===== src/rtl/wipc_pkg.sv =====
// shared constants and types of the wake and interrupt pin controller
package wipc_pkg;

   // ---------------------------------------------------------------
   // clock and time figures
   // ---------------------------------------------------------------
   localparam int CLK_PERIOD_NS = 8;          // 125 mhz system clock
   localparam int CLK_FREQ_KHZ  = 125000;     // same rate in khz
   localparam int CLR_DELAY_NS  = 1000;       // release delay after select falls
   localparam int CLR_CYC       = (CLR_DELAY_NS + CLK_PERIOD_NS - 1) / CLK_PERIOD_NS;
   localparam int PULSE_US      = 100;        // interrupt pulse length
   localparam int PULSE_CYC     = (PULSE_US * 1000) / CLK_PERIOD_NS;
   localparam int SLOW_OSC_KHZ  = 192;        // always-on slow oscillator
   localparam int FAST_OSC_KHZ  = 4000;       // active-state oscillator
   localparam int SLOW_DIV      = CLK_FREQ_KHZ / SLOW_OSC_KHZ;
   localparam int BASE_DIV      = 192;        // slow ticks per base tick

   // ---------------------------------------------------------------
   // widths and reset values
   // ---------------------------------------------------------------
   localparam int NCH           = 33;         // 12 programmable + 21 ground inputs
   localparam int TMR_W         = 16;         // timer period width in base ticks
   localparam int CLR_W         = 8;          // release counter width
   localparam int PULSE_W       = 16;         // pulse counter width
   localparam logic RST_PULSE_MODE = 1'b0;    // held-low style after reset

   // ---------------------------------------------------------------
   // types
   // ---------------------------------------------------------------
   typedef enum logic [3:0] {
      WIPC_START  = 4'b0001,                  // start-up, line held low
      WIPC_ACTIVE = 4'b0010,                  // normal state
      WIPC_LOWPWR = 4'b0100,                  // low_power_state
      WIPC_CHECK  = 4'b1000                   // io supply check after an edge
   } wipc_state_e;

   typedef struct packed {
      logic irq_line_level;                   // line level at select fall
      logic irq_flag_bit;                     // this device raised it
   } wipc_status_s;

   typedef struct packed {
      logic [TMR_W-1:0] poll_period;          // polling period, base ticks
      logic [TMR_W-1:0] irq_period;           // periodic interrupt, base ticks
   } wipc_timer_cfg_s;

endpackage


===== src/rtl/wipc_sync.sv =====
// two flip-flop synchroniser for a group of asynchronous levels
`timescale 1ns/1ps

module wipc_sync #(
   parameter int W = 1                        // number of levels
) (
   input  wire logic         clk,
   input  wire logic         resetn,
   input  wire logic [W-1:0] d,
   output logic      [W-1:0] q
);

   logic [W-1:0] meta_reg;                    // first stage, read by second only
   logic [W-1:0] meta_next;
   logic [W-1:0] q_reg;                       // second stage
   logic [W-1:0] q_next;

   // next values
   always_comb begin
      meta_next = d;
      q_next    = meta_reg;
   end

   // registers
   always_ff @(posedge clk) begin
      if (!resetn) begin
         meta_reg <= '1;                      // pins idle high
         q_reg    <= '1;
      end else begin
         meta_reg <= meta_next;
         q_reg    <= q_next;
      end
   end

   assign q = q_reg;

endmodule // wipc_sync


===== src/rtl/wipc_base_timer.sv =====
// shared low-power base tick derived from the slow oscillator rate
`timescale 1ns/1ps

module wipc_base_timer
   import wipc_pkg::*;
#(
   parameter int SDIV = wipc_pkg::SLOW_DIV,   // clk cycles per slow tick
   parameter int BDIV = wipc_pkg::BASE_DIV    // slow ticks per base tick
) (
   input  wire logic clk,
   input  wire logic resetn,
   output logic      base_tick               // one-cycle pulse
);

   logic [15:0] slow_cnt_reg;                 // slow oscillator emulation
   logic [15:0] slow_cnt_next;
   logic [15:0] base_cnt_reg;                 // base divider
   logic [15:0] base_cnt_next;
   logic        tick_reg;
   logic        tick_next;

   // next values of both dividers
   always_comb begin
      slow_cnt_next = slow_cnt_reg + 16'h0001;
      base_cnt_next = base_cnt_reg;
      tick_next     = 1'b0;
      if (slow_cnt_reg == 16'(SDIV - 1)) begin
         slow_cnt_next = 16'h0000;
         base_cnt_next = base_cnt_reg + 16'h0001;
         if (base_cnt_reg == 16'(BDIV - 1)) begin
            base_cnt_next = 16'h0000;
            tick_next     = 1'b1;
         end
      end
   end

   // registers
   always_ff @(posedge clk) begin
      if (!resetn) begin
         slow_cnt_reg <= 16'h0000;
         base_cnt_reg <= 16'h0000;
         tick_reg     <= 1'b0;
      end else begin
         slow_cnt_reg <= slow_cnt_next;
         base_cnt_reg <= base_cnt_next;
         tick_reg     <= tick_next;
      end
   end

   assign base_tick = tick_reg;

endmodule // wipc_base_timer


===== src/rtl/wipc_ctrl.sv =====
// wake pin, shared interrupt line and low-power state control
`timescale 1ns/1ps

// Behaviour
// - slow timing always; fast oscillator only active
// - all low-power timers share one base tick
// - interrupt timer wins, polling skipped that tick
// - thermal cells ORed; limit wetting until hysteresis
// - thermal warning flag reported separately
// - wake pin low active, released low power
// - wake falling edge with supply wakes device
// - supply-check bit gates wake edge without supply
// - valid wake leaves low power, wake low
// - interrupt line only pulled low, open drain
// - enabled channel change asserts interrupt line
// - line level and flag captured at select fall
// - release line and flag 1 us later
// - change during select low keeps line asserted
// - interrupt line falling edge wakes from low power
// - held-low or pulsed style; held-low after reset
// - request command gives one 100 us pulse
// - change, timer, wake, thermal fault assert line; fault_event only when active
// - line held low through start-up until ready
// - comparator polarity per ground or battery input
// - muxed input not polled, no wake events
// - edge then supply check; low supply sleeps
// - interrupt timer expiry interrupts and wakes
module wipc_ctrl
   import wipc_pkg::*;
#(
   parameter int                 N         = wipc_pkg::NCH,
   parameter logic [PULSE_W-1:0] PULSE_LEN = PULSE_W'(wipc_pkg::PULSE_CYC)
) (
   input  wire logic                      clk,
   input  wire logic                      resetn,
   input  wire logic                      wake_pin_i,
   output logic                           wake_pin_o,
   output logic                           wake_pin_oe,
   input  wire logic                      irq_pin_i,
   output logic                           irq_pin_o,
   output logic                           irq_pin_oe,
   input  wire logic                      cs_n_i,
   input  wire logic                      io_supply,
   input  wire logic [N-1:0]              cmp_above,
   input  wire logic [N-1:0]              battery_switch_config,
   input  wire logic [N-1:0]              irq_enable,
   input  wire logic [N-1:0]              wake_enable,
   input  wire logic                      analog_output_mux_sel_valid,
   input  wire logic [5:0]                analog_output_mux_sel,
   input  wire logic                      supply_check_cfg,
   input  wire logic                      irq_pulse_mode,
   input  wire logic                      irq_request,
   input  wire logic                      enter_low_power,
   input  wire logic                      ready,
   input  wire logic                      fault_event,
   input  wire logic [3:0]                thermal_limit_cells,
   input  wire logic                      thermal_below_hys,
   input  wire logic                      thermal_warn_in,
   input  wire wipc_pkg::wipc_timer_cfg_s timer_cfg,
   output wipc_pkg::wipc_status_s         status,
   output logic [N-1:0]                   switch_closed,
   output logic                           low_power_state,
   output logic                           fast_osc_en,
   output logic                           poll_strobe,
   output logic                           wake_event,
   output logic                           thermal_limit_fault,
   output logic                           wetting_limit,
   output logic                           thermal_warning_flag
);

   // ---------------------------------------------------------------
   // synchronisers and edges
   // ---------------------------------------------------------------
   logic [N+3:0]  sync_q;                     // synced pins
   logic          wake_s;                     // synced wake pin
   logic          irq_s;                      // synced interrupt line
   logic          cs_n_s;                     // synced chip select
   logic          sup_s;                      // synced io supply
   logic [N-1:0]  cmp_s;                      // synced comparators
   logic [2:0]    prev_reg;                   // previous wake, irq, cs samples
   logic [2:0]    prev_next;
   logic          wake_fall;
   logic          irq_fall;
   logic          cs_fall;
   logic          base_tick;                  // shared low-power tick

   wipc_sync #(.W(N + 4)) u_sync (
      .clk    (clk),
      .resetn (resetn),
      .d      ({cmp_above, io_supply, cs_n_i, irq_pin_i, wake_pin_i}),
      .q      (sync_q)
   );

   wipc_base_timer u_base (
      .clk       (clk),
      .resetn    (resetn),
      .base_tick (base_tick)
   );

   assign wake_s = sync_q[0];
   assign irq_s  = sync_q[1];
   assign cs_n_s = sync_q[2];
   assign sup_s  = sync_q[3];
   assign cmp_s  = sync_q[N+3:4];

   // edges come from synced samples only
   always_comb begin
      prev_next = {cs_n_s, irq_s, wake_s};
      wake_fall = prev_reg[0] & ~wake_s;
      irq_fall  = prev_reg[1] & ~irq_s;
      cs_fall   = prev_reg[2] & ~cs_n_s;
   end

   // ---------------------------------------------------------------
   // switch interpretation and change detection
   // ---------------------------------------------------------------
   logic [N-1:0]  closed;                     // closed per polarity
   logic [N-1:0]  ref_reg;                    // reference state
   logic [N-1:0]  ref_next;
   logic [N-1:0]  mux_mask;                   // input routed to analog_output_mux
   logic          act_change;                 // enabled change while active
   logic          poll_change;                // wake change found by a poll

   genvar gi;
   generate
      for (gi = 0; gi < N; gi++) begin : g_ch
         // battery inputs close above threshold, ground inputs below
         assign closed[gi]   = battery_switch_config[gi] ? cmp_s[gi] : ~cmp_s[gi];
         assign mux_mask[gi] = analog_output_mux_sel_valid && (analog_output_mux_sel == 6'(gi));
      end
   endgenerate

   // ---------------------------------------------------------------
   // state machine and low-power timers
   // ---------------------------------------------------------------
   wipc_state_e       st_reg;
   wipc_state_e       st_next;
   logic [TMR_W-1:0]  poll_cnt_reg;           // base ticks since last poll
   logic [TMR_W-1:0]  poll_cnt_next;
   logic [TMR_W-1:0]  itmr_cnt_reg;           // base ticks toward periodic interrupt
   logic [TMR_W-1:0]  itmr_cnt_next;
   logic              bypass_reg;             // edge may skip supply check
   logic              bypass_next;
   logic              poll_due;
   logic              itmr_due;
   logic              wake_ev;                // valid wake this cycle
   logic              timer_ev;               // periodic expiry this cycle
   logic              poll_go;

   always_comb begin
      poll_due    = (poll_cnt_reg + TMR_W'(1)) >= timer_cfg.poll_period;
      itmr_due    = (itmr_cnt_reg + TMR_W'(1)) >= timer_cfg.irq_period;
      st_next     = st_reg;
      poll_cnt_next = poll_cnt_reg;
      itmr_cnt_next = itmr_cnt_reg;
      bypass_next = bypass_reg;
      wake_ev     = 1'b0;
      timer_ev    = 1'b0;
      poll_go     = 1'b0;
      poll_change = 1'b0;
      ref_next    = ref_reg;
      act_change  = 1'b0;
      unique case (st_reg)
         WIPC_START: begin
            // wait for start-up to finish
            if (ready) begin
               st_next  = WIPC_ACTIVE;
               ref_next = closed;
            end
         end
         WIPC_ACTIVE: begin
            // follow the switches, flag enabled changes
            act_change = |((closed ^ ref_reg) & irq_enable);
            ref_next   = closed;
            poll_cnt_next = '0;
            itmr_cnt_next = '0;
            if (enter_low_power) begin
               st_next = WIPC_LOWPWR;
            end
         end
         WIPC_LOWPWR: begin
            if (base_tick) begin
               poll_cnt_next = poll_due ? '0 : poll_cnt_reg + TMR_W'(1);
               itmr_cnt_next = itmr_due ? '0 : itmr_cnt_reg + TMR_W'(1);
            end
            if (base_tick && itmr_due) begin
               // interrupt timer wins a shared tick
               timer_ev = 1'b1;
               wake_ev  = 1'b1;
               st_next  = WIPC_ACTIVE;
            end else if (base_tick && poll_due && |wake_enable) begin
               poll_go     = 1'b1;
               poll_change = |((closed ^ ref_reg) & wake_enable & ~mux_mask);
               if (poll_change) begin
                  wake_ev = 1'b1;
                  st_next = WIPC_ACTIVE;
               end
            end else if (wake_fall && wake_s == 1'b0 && prev_reg[0]) begin
               // wake edge: supply high or check bit set lets it through
               bypass_next = supply_check_cfg;
               st_next     = WIPC_CHECK;
            end else if (irq_fall || cs_fall) begin
               bypass_next = 1'b0;
               st_next     = WIPC_CHECK;
            end
         end
         WIPC_CHECK: begin
            // confirm io supply before reporting a wake
            if (sup_s || bypass_reg) begin
               wake_ev = 1'b1;
               st_next = WIPC_ACTIVE;
            end else begin
               st_next = WIPC_LOWPWR;
            end
         end
         default: begin
            st_next = WIPC_START;
         end
      endcase
   end

   // ---------------------------------------------------------------
   // interrupt line control
   // ---------------------------------------------------------------
   logic               flag_reg;              // irq_flag_bit
   logic               flag_next;
   logic               hold_reg;              // held-low drive
   logic               hold_next;
   logic [PULSE_W-1:0] pulse_reg;             // remaining pulse cycles
   logic [PULSE_W-1:0] pulse_next;
   logic [CLR_W-1:0]   clr_reg;               // release countdown, 0 idle
   logic [CLR_W-1:0]   clr_next;
   wipc_status_s       stat_reg;
   wipc_status_s       stat_next;
   logic               irq_event;
   logic               tl_fault_reg;          // thermal_limit_fault
   logic               tl_fault_next;
   logic               mode_reg;              // 1 selects pulsed style
   logic               mode_next;

   always_comb begin
      // any cause of an interrupt
      irq_event  = act_change | timer_ev | wake_ev | (fault_event & st_reg == WIPC_ACTIVE)
                 | (tl_fault_next & ~tl_fault_reg);
      mode_next  = irq_pulse_mode;
      flag_next  = flag_reg;
      hold_next  = hold_reg;
      pulse_next = (pulse_reg != '0) ? pulse_reg - PULSE_W'(1) : pulse_reg;
      clr_next   = (clr_reg != '0) ? clr_reg - CLR_W'(1) : clr_reg;
      stat_next  = stat_reg;
      if (cs_fall) begin
         stat_next.irq_line_level = irq_s;
         stat_next.irq_flag_bit   = flag_reg;
         clr_next                 = CLR_W'(CLR_CYC);
      end
      if (clr_reg == CLR_W'(1)) begin
         flag_next = 1'b0;
         hold_next = 1'b0;
      end
      if (irq_request) begin
         pulse_next = PULSE_LEN;
      end
      // a new event cancels any pending release, so a change seen while select is low survives
      if (irq_event) begin
         flag_next = 1'b1;
         clr_next  = '0;                      // stale release must not clear it
         if (mode_reg) begin
            pulse_next = PULSE_LEN;
         end else begin
            hold_next = 1'b1;
         end
      end
   end

   // ---------------------------------------------------------------
   // thermal handling
   // ---------------------------------------------------------------
   always_comb begin
      tl_fault_next = tl_fault_reg;
      if (|thermal_limit_cells) begin
         tl_fault_next = 1'b1;
      end else if (thermal_below_hys) begin
         tl_fault_next = 1'b0;
      end
   end

   // ---------------------------------------------------------------
   // registers
   // ---------------------------------------------------------------
   always_ff @(posedge clk) begin
      if (!resetn) begin
         st_reg       <= WIPC_START;
         prev_reg     <= 3'h7;
         ref_reg      <= '0;
         poll_cnt_reg <= '0;
         itmr_cnt_reg <= '0;
         bypass_reg   <= 1'b0;
         flag_reg     <= 1'b0;
         hold_reg     <= 1'b0;
         pulse_reg    <= '0;
         clr_reg      <= '0;
         stat_reg     <= '0;
         tl_fault_reg <= 1'b0;
         mode_reg     <= RST_PULSE_MODE;
      end else begin
         st_reg       <= st_next;
         prev_reg     <= prev_next;
         ref_reg      <= ref_next;
         poll_cnt_reg <= poll_cnt_next;
         itmr_cnt_reg <= itmr_cnt_next;
         bypass_reg   <= bypass_next;
         flag_reg     <= flag_next;
         hold_reg     <= hold_next;
         pulse_reg    <= pulse_next;
         clr_reg      <= clr_next;
         stat_reg     <= stat_next;
         tl_fault_reg <= tl_fault_next;
         mode_reg     <= mode_next;
      end
   end

   // ---------------------------------------------------------------
   // outputs
   // ---------------------------------------------------------------
   assign low_power_state      = (st_reg == WIPC_LOWPWR) || (st_reg == WIPC_CHECK);
   assign fast_osc_en          = (st_reg == WIPC_ACTIVE);
   assign wake_pin_o           = 1'b0;
   assign wake_pin_oe          = ~low_power_state;
   assign irq_pin_o            = 1'b0;
   assign irq_pin_oe           = hold_reg | (pulse_reg != '0)
                               | (st_reg == WIPC_START);
   assign status               = stat_reg;
   assign switch_closed        = ref_reg;
   assign poll_strobe          = poll_go;
   assign wake_event           = wake_ev;
   assign thermal_limit_fault  = tl_fault_reg;
   assign wetting_limit        = tl_fault_reg;
   assign thermal_warning_flag = thermal_warn_in;

endmodule // wipc_ctrl


===== config.mk =====
export PLATFORM = sky130hd
export DESIGN_NAME = wipc_ctrl
export DESIGN_NICKNAME = d
export VERILOG_FILES = /design/src/rtl/wipc_pkg.sv /design/src/rtl/wipc_sync.sv /design/src/rtl/wipc_base_timer.sv /design/src/rtl/wipc_ctrl.sv
export SDC_FILE = /design/constraint.sdc
export NUM_CORES = 1
export LEC_CHECK = 0
export ABC_AREA = 1
export BUFFER_PORTS_ARGS = -buffer_cell sky130_fd_sc_hd__buf_2
export CAP_MARGIN = 5
export CORE_MARGIN = 3
export CORE_UTILIZATION = 35
export DETAILED_ROUTE_END_ITERATION = 10
export PLACE_DENSITY = 0.55
export SETUP_SLACK_MARGIN = 0.4
export SYNTH_ARGS = -nofsm -noshare
export SYNTH_HDL_FRONTEND = slang
export SYNTH_SLANG_ARGS = --single-unit

===== constraint.sdc =====
create_clock -name clk -period 9.52 [get_ports clk]
set_clock_uncertainty 0.1 [all_clocks]
set_input_delay 0.476 -clock clk [delete_from_list [all_inputs] [get_ports clk]]
set_output_delay 0.476 -clock clk [all_outputs]
set_load 0.1 [all_outputs]

# Word level (Yosys, flattened, before mapping)
# Cells that the tools add are included.
dict set report word_totals {
  ff_bits 210
  out_inout_bits 46
  elab_cells 268
}
dict set report op_classes {
  add_sub_neg 6
  magnitude_cmp 2
  n_eq_ne 44
  mux 78
  bitwise 57
  n_reduce_logical 61
}
# op count
set ops {}
lappend ops {{16-bit 2-to-1 mux} 9}
lappend ops {{33-bit AND} 3}
lappend ops {{33-bit OR reduction} 3}
lappend ops {{6-bit by 5-bit == test with 1-bit output (second input constant)} 16}
lappend ops {{33-bit one-hot mux with 2 select lines} 1}
lappend ops {{16-bit by 1-bit adder with 16-bit output (second input constant)} 4}
lappend ops {{16-bit one-hot mux with 2 select lines} 2}
lappend ops {{1-bit 2-to-1 mux} 53}
lappend ops {{6-bit by 4-bit == test with 1-bit output (second input constant)} 8}
lappend ops {{1-bit inverter} 41}
lappend ops {{1-bit logical AND} 38}
lappend ops {{33-bit 2-to-1 mux} 1}
lappend ops {{33-bit inverter} 1}
lappend ops {{33-bit bitwise XOR} 1}
lappend ops {{16-bit >= comparator} 2}
lappend ops {{4-bit 2-to-1 mux} 7}
lappend ops {{6-bit by 3-bit == test with 1-bit output (second input constant)} 4}
lappend ops {{16-bit by 10-bit == test with 1-bit output (second input constant)} 1}
lappend ops {{16-bit by 8-bit == test with 1-bit output (second input constant)} 1}
lappend ops {{4-bit one-hot mux with 4 select lines} 1}
lappend ops {{16-bit nonzero test} 1}
lappend ops {{16-bit by 1-bit subtractor with 16-bit output (second input constant)} 1}
lappend ops {{7-bit 2-to-1 mux} 2}
lappend ops {{6-bit by 2-bit == test with 1-bit output (second input constant)} 2}
lappend ops {{25 further kinds} 45}

# Longest topological paths before layout
# Gate-level depths: netlist of run 1.
dict set report logic_depth {
  word_depth 14
  mapped_depth 22
  depth_no_buf 22
}

# Modules after synthesis
# A second synthesis of run 1 with hierarchy kept.
dict set report hier_totals {
  hier_cells 1848
  hier_area_um2 11850.1
}
# mod n_inst cells_each area_per_inst_um2
set by_module_without_submodules {}
lappend by_module_without_submodules {wipc_ctrl 1 1310 7861.3}
lappend by_module_without_submodules {wipc_sync 1 230 2117.0}
lappend by_module_without_submodules {wipc_base_timer 1 308 1871.8}

# Worst setup path before layout of run 1
# Ideal clock, no wire load.
dict set report synth_path {
  path_kind {register to register}
  from {register poll_cnt_reg[0]}
  to {register st_reg[1]}
  arrival_ps 4161
  t_required_ps 9288
  slack_ps 5127
  stages_incl_launch_ff 19
  path_buffers 0
  synth_period_minus_slack_ps 4393
  path_cell_list {dfxtp_1 ha_1 nand3_1 nor3b_2 nand3_1 nor3_2 nand3_1 o21ai_0 nand2_1 ha_1 nand2_1 nor3_1 nand3_1 nand3_1 nand3_1 nor2_1 nand3_1 nand4_1 a21oi_1}
}
dict set report synth_between {
  elab_chain_cells 7
  elab_cells_between_ends 10
  classes_between {add/sub (1); order compare (1); eq/ne (2); mux (3); reduce/logical (3)}
}
# item line_no
set synth_lines {}
lappend synth_lines {{from (decl)} wipc_ctrl.sv:138} ;# logic [TMR_W-1:0] poll_cnt_reg;
lappend synth_lines {{from (signal assigned)} wipc_ctrl.sv:309} ;# poll_cnt_reg <= poll_cnt_next;
lappend synth_lines {{16-bit by 1-bit adder with 16-bit output (*)} wipc_ctrl.sv:151} ;# poll_due = (poll_cnt_reg + TMR_W'(1)) >= timer_cfg.poll_period;
lappend synth_lines {{16-bit >= comparator (*)} wipc_ctrl.sv:151}
lappend synth_lines {{1-bit logical AND (*) (2 in series)} wipc_ctrl.sv:191} ;# end else if (base_tick && poll_due && |wake_enable) begin
lappend synth_lines {{4-bit 2-to-1 mux} wipc_ctrl.sv:191}
lappend synth_lines {{4-bit 2-to-1 mux} wipc_ctrl.sv:186} ;# if (base_tick && itmr_due) begin
lappend synth_lines {{4-bit one-hot mux with 4 select lines} wipc_ctrl.sv:163} ;# unique case (st_reg)
lappend synth_lines {{to (signal assigned)} wipc_ctrl.sv:306} ;# st_reg <= st_next;
lappend synth_lines {{to (decl)} wipc_ctrl.sv:136} ;# wipc_state_e st_reg;
# Mark *: on every way between the ends. The rest lies on a longest branch, timed or not.
# A chain may end at the register's enable or synchronous reset.

# Worst setup path after layout of run 1
dict set report layout_path {
  from {register itmr_cnt_reg[0]}
  to {output wake_event}
}
dict set report layout_between {
  elab_chain_cells 5
}
# item line_no
set layout_lines {}
lappend layout_lines {{from (decl)} wipc_ctrl.sv:140} ;# logic [TMR_W-1:0] itmr_cnt_reg;
lappend layout_lines {{from (signal assigned)} wipc_ctrl.sv:310} ;# itmr_cnt_reg <= itmr_cnt_next;
lappend layout_lines {{16-bit by 1-bit adder with 16-bit output} wipc_ctrl.sv:152} ;# itmr_due = (itmr_cnt_reg + TMR_W'(1)) >= timer_cfg.irq_period;
lappend layout_lines {{16-bit >= comparator} wipc_ctrl.sv:152}
lappend layout_lines {{1-bit logical AND} wipc_ctrl.sv:186}
lappend layout_lines {{1-bit 2-to-1 mux} wipc_ctrl.sv:186}
lappend layout_lines {{1-bit one-hot mux with 2 select lines} wipc_ctrl.sv:163}
lappend layout_lines {{to (decl)} wipc_ctrl.sv:65} ;# output logic wake_event,
# No other way between the ends.

==> qor.txt, run 1 <==
Register area share after synthesis: 36.84%
Crit path DAT: 4.12 ns
Peak VDD IR: 0.1505 mV
Area growth syn-to-layout: 22.06%
YS warnings: 0
Post-synth EDFFs: 0
Fmax: 212.9 MHz
Die height: 186.6 um
Input/output buffers: 230
CP required: 8.94 ns
Largest net degree at the start of global routing: 70
Vias: 11100
Synth unique cells: 47
Deepest clock path buffer count: 3
Final GP Congestion: 0.9099
Crit path max fanout: 5
Die area: 34800 um2
Final period utilization: 49.35%
Measured slew at the worst slew-check pin: 1.191 ns
Worst skew pair latency: 0.53 ns
CTS Sinks: 210
Startpoint types: flop
Setup tns final: 0 ns
Final Hold Viols: 0
Post-DRT Antenna Nets: 0
TritonCTS clock tree: built
Initial antenna violation count: 8
First-pass GRT wire length: 53.38 mm
Root Buffer: clkbuf_16
RSZ-0062 raised after global routing: no
Synth Flop Type: dfxtp_1
Iteration-0 DRC Markers: 593
WS Path Type: flop to output port
WL final: 33.65 mm
Setup bufs post-CTS: 0
Pre-CTS setup slack: 5.377 ns
Inst Count DP: 2309
Fin Hold WS: 0.02506 ns
Via count of the first global-routing pass: 10406
IO Pins: 235
Final setup violation count: 0
Inserted Clock Buffers: 26
Mean Syn Cell Area: 6.804 um2
Hold-fix buffers at CTS: 0
Synth area leader: dfxtp_1
Post-detailed-route wirelength per cell: 14.22 um
Pwr Density: 232.4 nW/um2
Most common cell after layout, fill and taps aside: nand2_1
Final Util: 43.69%
Max-slew violations: 0
Initial DRT Pass Iterations: 5
Chip Width: 186.6 um
Fin crit period: 4.698 ns
Register bit total from synthesis: 210
Status: finished clean
Initial core utilization: 35.79%
Slew Limit Headroom: 20.33%
Instance count of the mapped netlist: 1677
Row cnt: 65
Hold Path Class: primary input to flop
Final non-filler cell total: 2367
Drt drc: 0
Endpoint class of the critical path: output port
Ys async rst share: 0%
Filler Cells Inserted: 3427
Final Power: 3.237 mW
Max H-tree Level: 1
Largest cells by area after synthesis: dfxtp_1 37%, nand2_1 12%, inv_1 8.3%
Post-synth top area share: 36.84%
Reg clk slew, reported paths: 0.06 ns
Most frequent cells in the layout: 377 x nand2_1, 252 x inv_1, 230 x buf_2, 210 x dfxtp_1, 203 x nor2_1
Post-route cell area: 13930 um2
Dpl hpwl: 26.36 mm
DR vias/cell: 4.689
Max cap viols: 0
Final Worst Setup Slack: 4.822 ns
Share of cells above drive strength 1: 20.24%
Grt total ovfl: 0
Leak: 6.873 nW
Final nets: 2132
Post-DP Area: 12970 um2
Netlist Area Pre-Place: 11410 um2
Post-CTS Resized: 0
Core ar.: 31880 um2
GR Util All Layers: 18.61%
-- cells by family after synthesis --
family                   after synthesis  share of synthesized area [%]
AO/OA/AOI/OAI                        194                          9.836
buffers and inverters                292                          9.912
multiplexers                           1                        0.08772
XOR/XNOR                              42                          3.224
adder cells (fa/ha/maj)               41                          4.496
other                                  1                        0.03286
flip-flops                           210                          36.84
AND/OR/NAND/NOR                      896                          35.57
-- layout make-up --
cell class,instances,area (um2),share of cell area (%)
Multi-Input combinational cell,1176,6091,43.73
Sequential cell,210,4204,30.18
Timing Repair Buffer,233,1174,8.426
Inverter,255,959.7,6.890
Clock buffer,37,773.2,5.552
Tap cell,435,544.3,3.908
Clock inverter,11,157.7,1.132
Antenna cell,10,25.02,0.1797
-- worst max-delay path: stages, from the launching register on --
cell	delay, ns
dfxtp_1	0.39
ha_1	0.24
nand4_1	0.19
nor3_1	0.27
nand2_1	0.08
nor2_1	0.17
nand3_1	0.14
nor2_1	0.14
xor2_1	0.23
ha_1	0.27
nand2_1	0.09
o21ai_0	0.09
a21oi_1	0.13
nand3_1	0.17
a21boi_0	0.51
nand2_1	0.16
buf_2	0.32
-- cells in the mapped netlist, drive strengths merged, types with 2 or more instances --
cell and count:
o21a 6, a31oi 5, inv 253, nand3 116
clkinv 2, ha 41, dfxtp 210, o21ai 56
a211oi 10, xnor2 14, clkbuf 26, a311oi 2
buf 11, nand3b 9, nor2 215, nor3 40
nor4 8, and3 3, nand2 382, nand4 37
xor2 28, nor3b 4, a22oi 27, a21oi 77
a21boi 5, o21bai 2, or2 81
-- report_power, final --
group	internal [mW]	switching, mW	leakage (nW)	total, mW
registers	0.976	0.0696	1.72	1.05
clock network	0.671	0.390	0.461	1.06
logic	0.266	0.865	4.69	1.13
-- final timing paths --
path | start | to | slack [ns] | cells past startpoint
worst min-delay path | cmp_above[32] | u_sync.meta_reg[36] | 0.03 | 2
worst max register to register | itmr_cnt_reg[0] | itmr_cnt_reg[11] | 5.51 | 16
worst max-delay path | itmr_cnt_reg[0] | wake_event | 4.82 | 16
worst min register to register | u_sync.meta_reg[7] | u_sync.q[7] | 0.31 | 1
-- metal layers --
metal	vias up	part of all wire (%)	track usage (%)
met1	4992	47	25.05
met4	0	2.3	5.234
met3	50	4.4	2.780
met2	237	46	31.16
met5	-	0	0
li1	5821	-	-
Power figures use the tool's default switching activity.
==> inputs of run 2 (changes only) <==
- clock period: 9.52 -> 4.52 ns (I/O delays scaled with it)
==> run 2 against run 1 <==
Utilization increased by 2.3 points. Die area unchanged. Sequential power increased by 110%. Flip-flop and latch count unchanged. Critical path type unchanged. Highest routed layer unchanged.
==> qor.txt, run 2 (synthesis results as in run 1) <==
Chip Width: 186.6 um (unchanged)
Met1 wire length: 15.85 mm (-0.11%)
Fin crit period: 3.851 ns
Core ar.: 31880 um2 (unchanged)
First-pass GRT wire length: 54.19 mm (+1.5%)
Measured slew at the worst slew-check pin: 1.015 ns (-0.1759 ns)
Crit path max-delay family: simple AND/OR/NAND/NOR gates
CP required: 4.19 ns (-4.75 ns)
Max H-tree Level: 1 (unchanged)
Vias: 11318 (+2.0%)
Hold Startpoint: battery_switch_config[25]
R2R Setup Slk: 1.04 ns (-4.47 ns)
Reg clk slew, reported paths: 0.06 ns (about the same)
Slew Limit Headroom: 32.28% (+12 points)
Status: finished clean
Inserted Clock Buffers: 26 (unchanged)
Reg-to-reg critical path endpoint: poll_cnt_reg[1]
RSZ-0062 raised after global routing: yes
GR Util All Layers: 18.76% (+0.15 points)
Deepest clock path buffer count: 3 (unchanged)
Crit path DAT: 3.53 ns (-0.59 ns)
Area growth syn-to-layout: 28.59%
CP bufs+invs: 4 (+3)
Initial antenna violation count: 6 (-2)
Most common cell after layout, fill and taps aside: nand2_1
Die area: 34800 um2 (unchanged)
Max cap viols: 0 (unchanged)
Final period utilization: 85.20%
WL final: 33.93 mm (+0.81%)
Dpl hpwl: 26.36 mm (about the same)
Final GP Congestion: 0.8849 (-2.7%)
WS Path Type: flop to output port
Max-slew violations: 0 (unchanged)
Via count of the first global-routing pass: 10664 (+2.5%)
Most frequent cells in the layout: 375 x nand2_1, 251 x inv_1, 228 x buf_2, 206 x dfxtp_1, 200 x nor2_1
Pre-CTS setup slack: 0.6051 ns (-4.772 ns)
Final Power: 6.704 mW (+110%)
Iteration-0 DRC Markers: 530 (-11%)
Row cnt: 65 (unchanged)
Hold Path Depth: 5 (+3)
Largest stage delay on the critical path: 0.36 ns (-0.15 ns)
DR vias/cell: 4.667 (-0.47%)
Slowest cell on crit path: dfxtp_1
Reg2reg path depth: 18 (+2)
Final setup violation count: 0 (unchanged)
Crit path max fanout: 3 (-2)
Root Buffer: clkbuf_16
Post-detailed-route wirelength per cell: 13.99 um (-1.6%)
Met2 wire length: 15.53 mm (+0.17%)
Worst reg2reg startpoint: poll_cnt_reg[3]
Hold Path Class: primary input to flop
Drt drc: 0 (unchanged)
CTS Sinks: 210 (unchanged)
Final nets: 2195 (+3.0%)
Grt total ovfl: 0 (unchanged)
Endpoint class of the critical path: output port
Top sig layer: met4
Setup tns final: 0 ns (unchanged)
Final Worst Setup Slack: 0.6688 ns (-4.153 ns)
Post-DRT Antenna Nets: 0 (unchanged)
Die height: 186.6 um (unchanged)
Sequence of cells on the critical path: inv_1 > nor3_4 > nand3_2 > nor3_4 > nand3_1 > nand3b_1 > xnor2_2 > ha_1 > nand2_1 > inv_1 > nor2_1 > o21ai_0 > a21oi_1 > nand3_2 > nand3_4 > inv_2 > nand2_2 > nand2_4 > buf_12
Final non-filler cell total: 2425 (+2.5%)
Startpoint types: flop
Fmax: 259.7 MHz
Filler Cells Inserted: 3313 (-3.3%)
IO Pins: 235 (unchanged)
Worst skew pair latency: 0.53 ns (about the same)
Input/output buffers: 230 (unchanged)
Share of cells above drive strength 1: 21.29% (+1.1 points)
Initial DRT Pass Iterations: 7 (+2)
Leak: 7.212 nW (+4.9%)
TritonCTS clock tree: built
Initial core utilization: 35.79% (unchanged)
Largest net degree at the start of global routing: 77 (+10%)
Routed wl met3: 1.688 mm (+13%)
Peak VDD IR: 0.3029 mV (+100%)
Final Hold Viols: 0 (unchanged)
Hold Path End: switch_closed[25]
Pwr Density: 456.9 nW/um2 (+97%)
Inst Count DP: 2312 (+0.13%)
## run 2: cell count changes in the layout (fill, tap and decap cells not counted), moves of 3 or more
cell | before | now
dlygate4sd3_1 | 0 | 56
dfxtp_1 | 210 | 206
dfxtp_2 | 0 | 3
nand3_2 | 4 | 11
nor3_4 | 0 | 3
ha_1 | 41 | 38
buf_4 | 3 | 10
nor2_1 | 203 | 200
nand3_1 | 111 | 103
## run 2: through the flow
stage          area, um2  util, %  hold slack [ns]
6_report           14670    46.02          0.03313
5_1_grt            14670    46.00          0.05189
4_1_cts            14450    45.33         0.006828
3_5_place_dp       13000    40.77           0.2981
3_3_place_gp       13000    40.77           0.2940
2_1_floorplan      11420        -           0.2236
## run 2: routing by layer
layer / global-route usage (%) / vias up
met5: 0 / -
met4: 5.176 / 0
met2: 30.71 / 251
met1: 25.80 / 5076
met3: 2.893 / 53
li1: - / 5938
## run 2: worst reg2reg max path, delay by kind of cell, from the launching register on
family                   cells  cell delay (ns)
XOR/XNOR                     1             0.17
buffers and inverters        3             0.40
AND/OR/NAND/NOR             10             1.74
flip-flops                   1             0.36
AO/OA/AOI/OAI                3             0.33
adder cells (fa/ha/maj)      1             0.29
## run 2: worst max-delay path by stage
stage               startpoint         end  cells after the start
2_1_floorplan  poll_cnt_reg[0]   st_reg[1]                     18
5_1_grt        poll_cnt_reg[3]  wake_event                     19
3_3_place_gp   itmr_cnt_reg[0]  wake_event                     16
4_1_cts        poll_cnt_reg[0]  wake_event                     18
6_report       poll_cnt_reg[3]  wake_event                     19
3_5_place_dp   itmr_cnt_reg[0]  wake_event                     16
## run 2: power by group
part / switching, mW / internal (mW) / leakage, nW
clock: 0.820 / 1.26 / 0.433
combinational: 1.83 / 0.592 / 5.05
sequential: 0.147 / 2.06 / 1.73
total: 2.79 / 3.91 / 7.21
## run 2: area by class of cell
type                    instances  area, um2  area share [%]
diodes                          8      20.02          0.1364
clock buffers                  34      740.7           5.048
clock inverters                11      123.9          0.8442
inverters                     255      959.7           6.540
multi-input cells            1176       6256           42.64
flip-flops and latches        210       4212           28.70
well taps                     435      544.3           3.709
repair buffers                296       1817           12.38
## run 2: what timing repair did
action,4_1_cts,5_1_grt
resized for setup,9,37
hold endpoints to repair,60,0
setup endpoints to repair,2,2
buffers inserted,0,4
hold buffers,56,0
gates cloned,0,0
pin swaps,0,11
==> inputs of run 3 (changes only) <==
- CORE_UTILIZATION: 35 -> 55
- PLACE_DENSITY: 0.55 -> 0.8
==> run 3 against run 2 <==
Clock-buffer cell count is 2 higher. Maximum frequency down 2.1%. Routed wire length decreased by 4.0%. Highest routed layer unchanged. Non-clock buffer count shrank 2. Flip-flop and latch count is the same. Largest power group unchanged.
==> qor.txt, run 3 (synthesis results as in run 1) <==
Routed wl met3: 2.260 mm (+34%)
Core ar.: 20300 um2 (-36%)
Initial core utilization: 56.21% (+20 points)
Grt total ovfl: 0 (unchanged)
Worst skew pair latency: 0.52 ns (about the same)
IO Pins: 235 (unchanged)
Final Hold Viols: 0 (unchanged)
Drt drc: 0 (unchanged)
Via count of the first global-routing pass: 11172 (+4.8%)
Most common cell after layout, fill and taps aside: nand2_1
Largest stage delay on the critical path: 0.38 ns (+0.02 ns)
Met1 wire length: 13.40 mm (-15%)
Sequence of cells on the critical path: ha_2 > nand3_1 > nor3b_2 > nand3_2 > nor3_4 > buf_4 > xnor2_1 > inv_1 > ha_1 > nand4_1 > nor3_2 > nand3_1 > nand3_2 > nand3_2 > inv_1 > nand2_2 > nand2_2 > buf_12
Final Worst Setup Slack: 0.5873 ns (-0.08150 ns)
Share of cells above drive strength 1: 20.44% (-0.86 points)
Measured slew at the worst slew-check pin: 0.9443 ns (-0.07039 ns)
Final GP Congestion: 0.9313 (+5.2%)
Crit path DAT: 3.61 ns (+0.08 ns)
Launch point of the worst path: poll_cnt_reg[0]
Pre-CTS setup slack: 0.7246 ns (+0.1194 ns)
Inst Count DP: 2146 (-7.2%)
Most frequent cells in the layout: 375 x nand2_1, 252 x inv_1, 228 x buf_2, 208 x dfxtp_1, 200 x nor2_1
Crit path max fanout: 5 (+2)
Hold Startpoint: battery_switch_config[21]
Input/output buffers: 230 (unchanged)
Slew Limit Headroom: 36.98% (+4.7 points)
Met2 wire length: 15.37 mm (-1.0%)
Deepest clock path buffer count: 3 (unchanged)
Multi-input gate area: 6176 um2 (-1.3%)
WL final: 32.58 mm (-4.0%)
Pwr Density: 465.6 nW/um2 (+1.9%)
Post-detailed-route wirelength per cell: 14.48 um (+3.5%)
WS Path Type: flop to output port
Initial DRT Pass Iterations: 5 (-2)
Endpoint class of the critical path: output port
Max H-tree Level: 1 (unchanged)
Dpl hpwl: 24.12 mm (-8.5%)
Final Util: 70.53% (+25 points)
Setup tns final: 0 ns (unchanged)
Die height: 150.0 um (-20%)
Largest net degree at the start of global routing: 101 (+31%)
Initial antenna violation count: 4 (-2)
Filler Cells Inserted: 1722 (-48%)
Status: finished clean
Post-DRT Antenna Nets: 0 (unchanged)
Final setup violation count: 0 (unchanged)
Die area: 22510 um2 (-35%)
Post-route cell area: 14320 um2 (-2.4%)
CTS Sinks: 210 (unchanged)
Leak: 7.130 nW (-1.1%)
Vias: 11830 (+4.5%)
TritonCTS clock tree: built
Hold Path Class: primary input to flop
Slowest cell on crit path: dfxtp_2
Max cap viols: 0 (unchanged)
Max-slew violations: 0 (unchanged)
Fin Hold WS: 0.008511 ns (-0.02462 ns)
DR vias/cell: 5.255 (+13%)
Final Power: 6.667 mW (-0.55%)
Chip Width: 150.0 um (-20%)
Area occupied by registers: 4207 um2 (-0.12%)
Post-DP Area: 12780 um2 (-1.6%)
Startpoint types: flop
Most Frequent Cell on Critical Path: nand3_2
Iteration-0 DRC Markers: 647 (+22%)
Fmax: 254.3 MHz (-2.1%)
CP required: 4.19 ns (about the same)
Fin crit period: 3.933 ns (+0.08150 ns)
RSZ-0062 raised after global routing: no
Final period utilization: 87.01% (+1.8 points)
GR Util All Layers: 27.78% (+9.0 points)
Row cnt: 52 (-20%)
CP bufs+invs: 4 (unchanged)
Peak VDD IR: 0.3091 mV (+2.0%)
Final nets: 2191 (-0.18%)
Inserted Clock Buffers: 24 (-7.7%)
Worst reg2reg startpoint: itmr_cnt_reg[0]
Reg clk slew, reported paths: 0.06 ns (about the same)
First-pass GRT wire length: 51.29 mm (-5.3%)
Root Buffer: clkbuf_16
Final non-filler cell total: 2251 (-7.2%)
Top sig layer: met4
Area growth syn-to-layout: 25.47%
Crit path max-delay family: simple AND/OR/NAND/NOR gates
## run 3: changes by cell type in the layout (fill, tap and decap cells not counted), sizes merged
cell    delta
clkinv     -6
diode      -4
buf        -2
clkbuf     +2
bufinv     +1
## run 3: final cells by class
cell class              count  share of cell area [%]
diodes                      4                 0.06991
clock buffers              36                   5.007
clock inverters             6                  0.7603
inverters                 255                   6.703
multi-input cells        1176                   43.14
flip-flops and latches    210                   29.38
well taps                 270                   2.360
repair buffers            294                   12.58
## run 3: final timing paths
kind | slack (ns) | to | cells past startpoint
max | 0.59 | wake_event | 18
min reg2reg | 0.30 | u_sync.q[17] | 1
min | 0.009 | switch_closed[21] | 4
max reg2reg | 0.99 | st_reg[2] | 20
## run 3: layer usage
| metal | vias up | GRT usage [%] |
|---|---|---|
| met4 | 0 | 11.48 |
| met2 | 411 | 48.32 |
| met5 | - | 0 |
| met1 | 5367 | 33.44 |
| met3 | 122 | 5.572 |
| li1 | 5930 | - |
## run 3: worst reg2reg max path, stage by stage, from the launching register on
cell	delay, ns
dfxtp_1	0.38
ha_1	0.22
nand4_1	0.17
nor3_2	0.25
nand2_1	0.09
nor2_2	0.15
nand3_2	0.11
nor2_2	0.11
xor2_1	0.10
ha_1	0.30
nand2_1	0.07
nor4_1	0.35
nand2_1	0.11
nand3_2	0.16
nand2_2	0.10
inv_1	0.10
nor2_4	0.06
nand3_1	0.14
nand3_1	0.10
o21ai_0	0.20
inv_1	0.06
## run 3: where the power goes
group          switching, mW  internal, mW
clock                  0.761          1.26
sequential             0.148          2.06
combinational           1.85         0.592
## run 3: timing repair
item / 4_1_cts / 5_1_grt
hold buffers: 56 / 0
gates resized for setup: 3 / 27
endpoints found under the setup margin: 2 / 2
cloned: 0 / 0
pin swaps: 0 / 7
buffers inserted: 0 / 3
endpoints found under the hold margin: 60 / 0
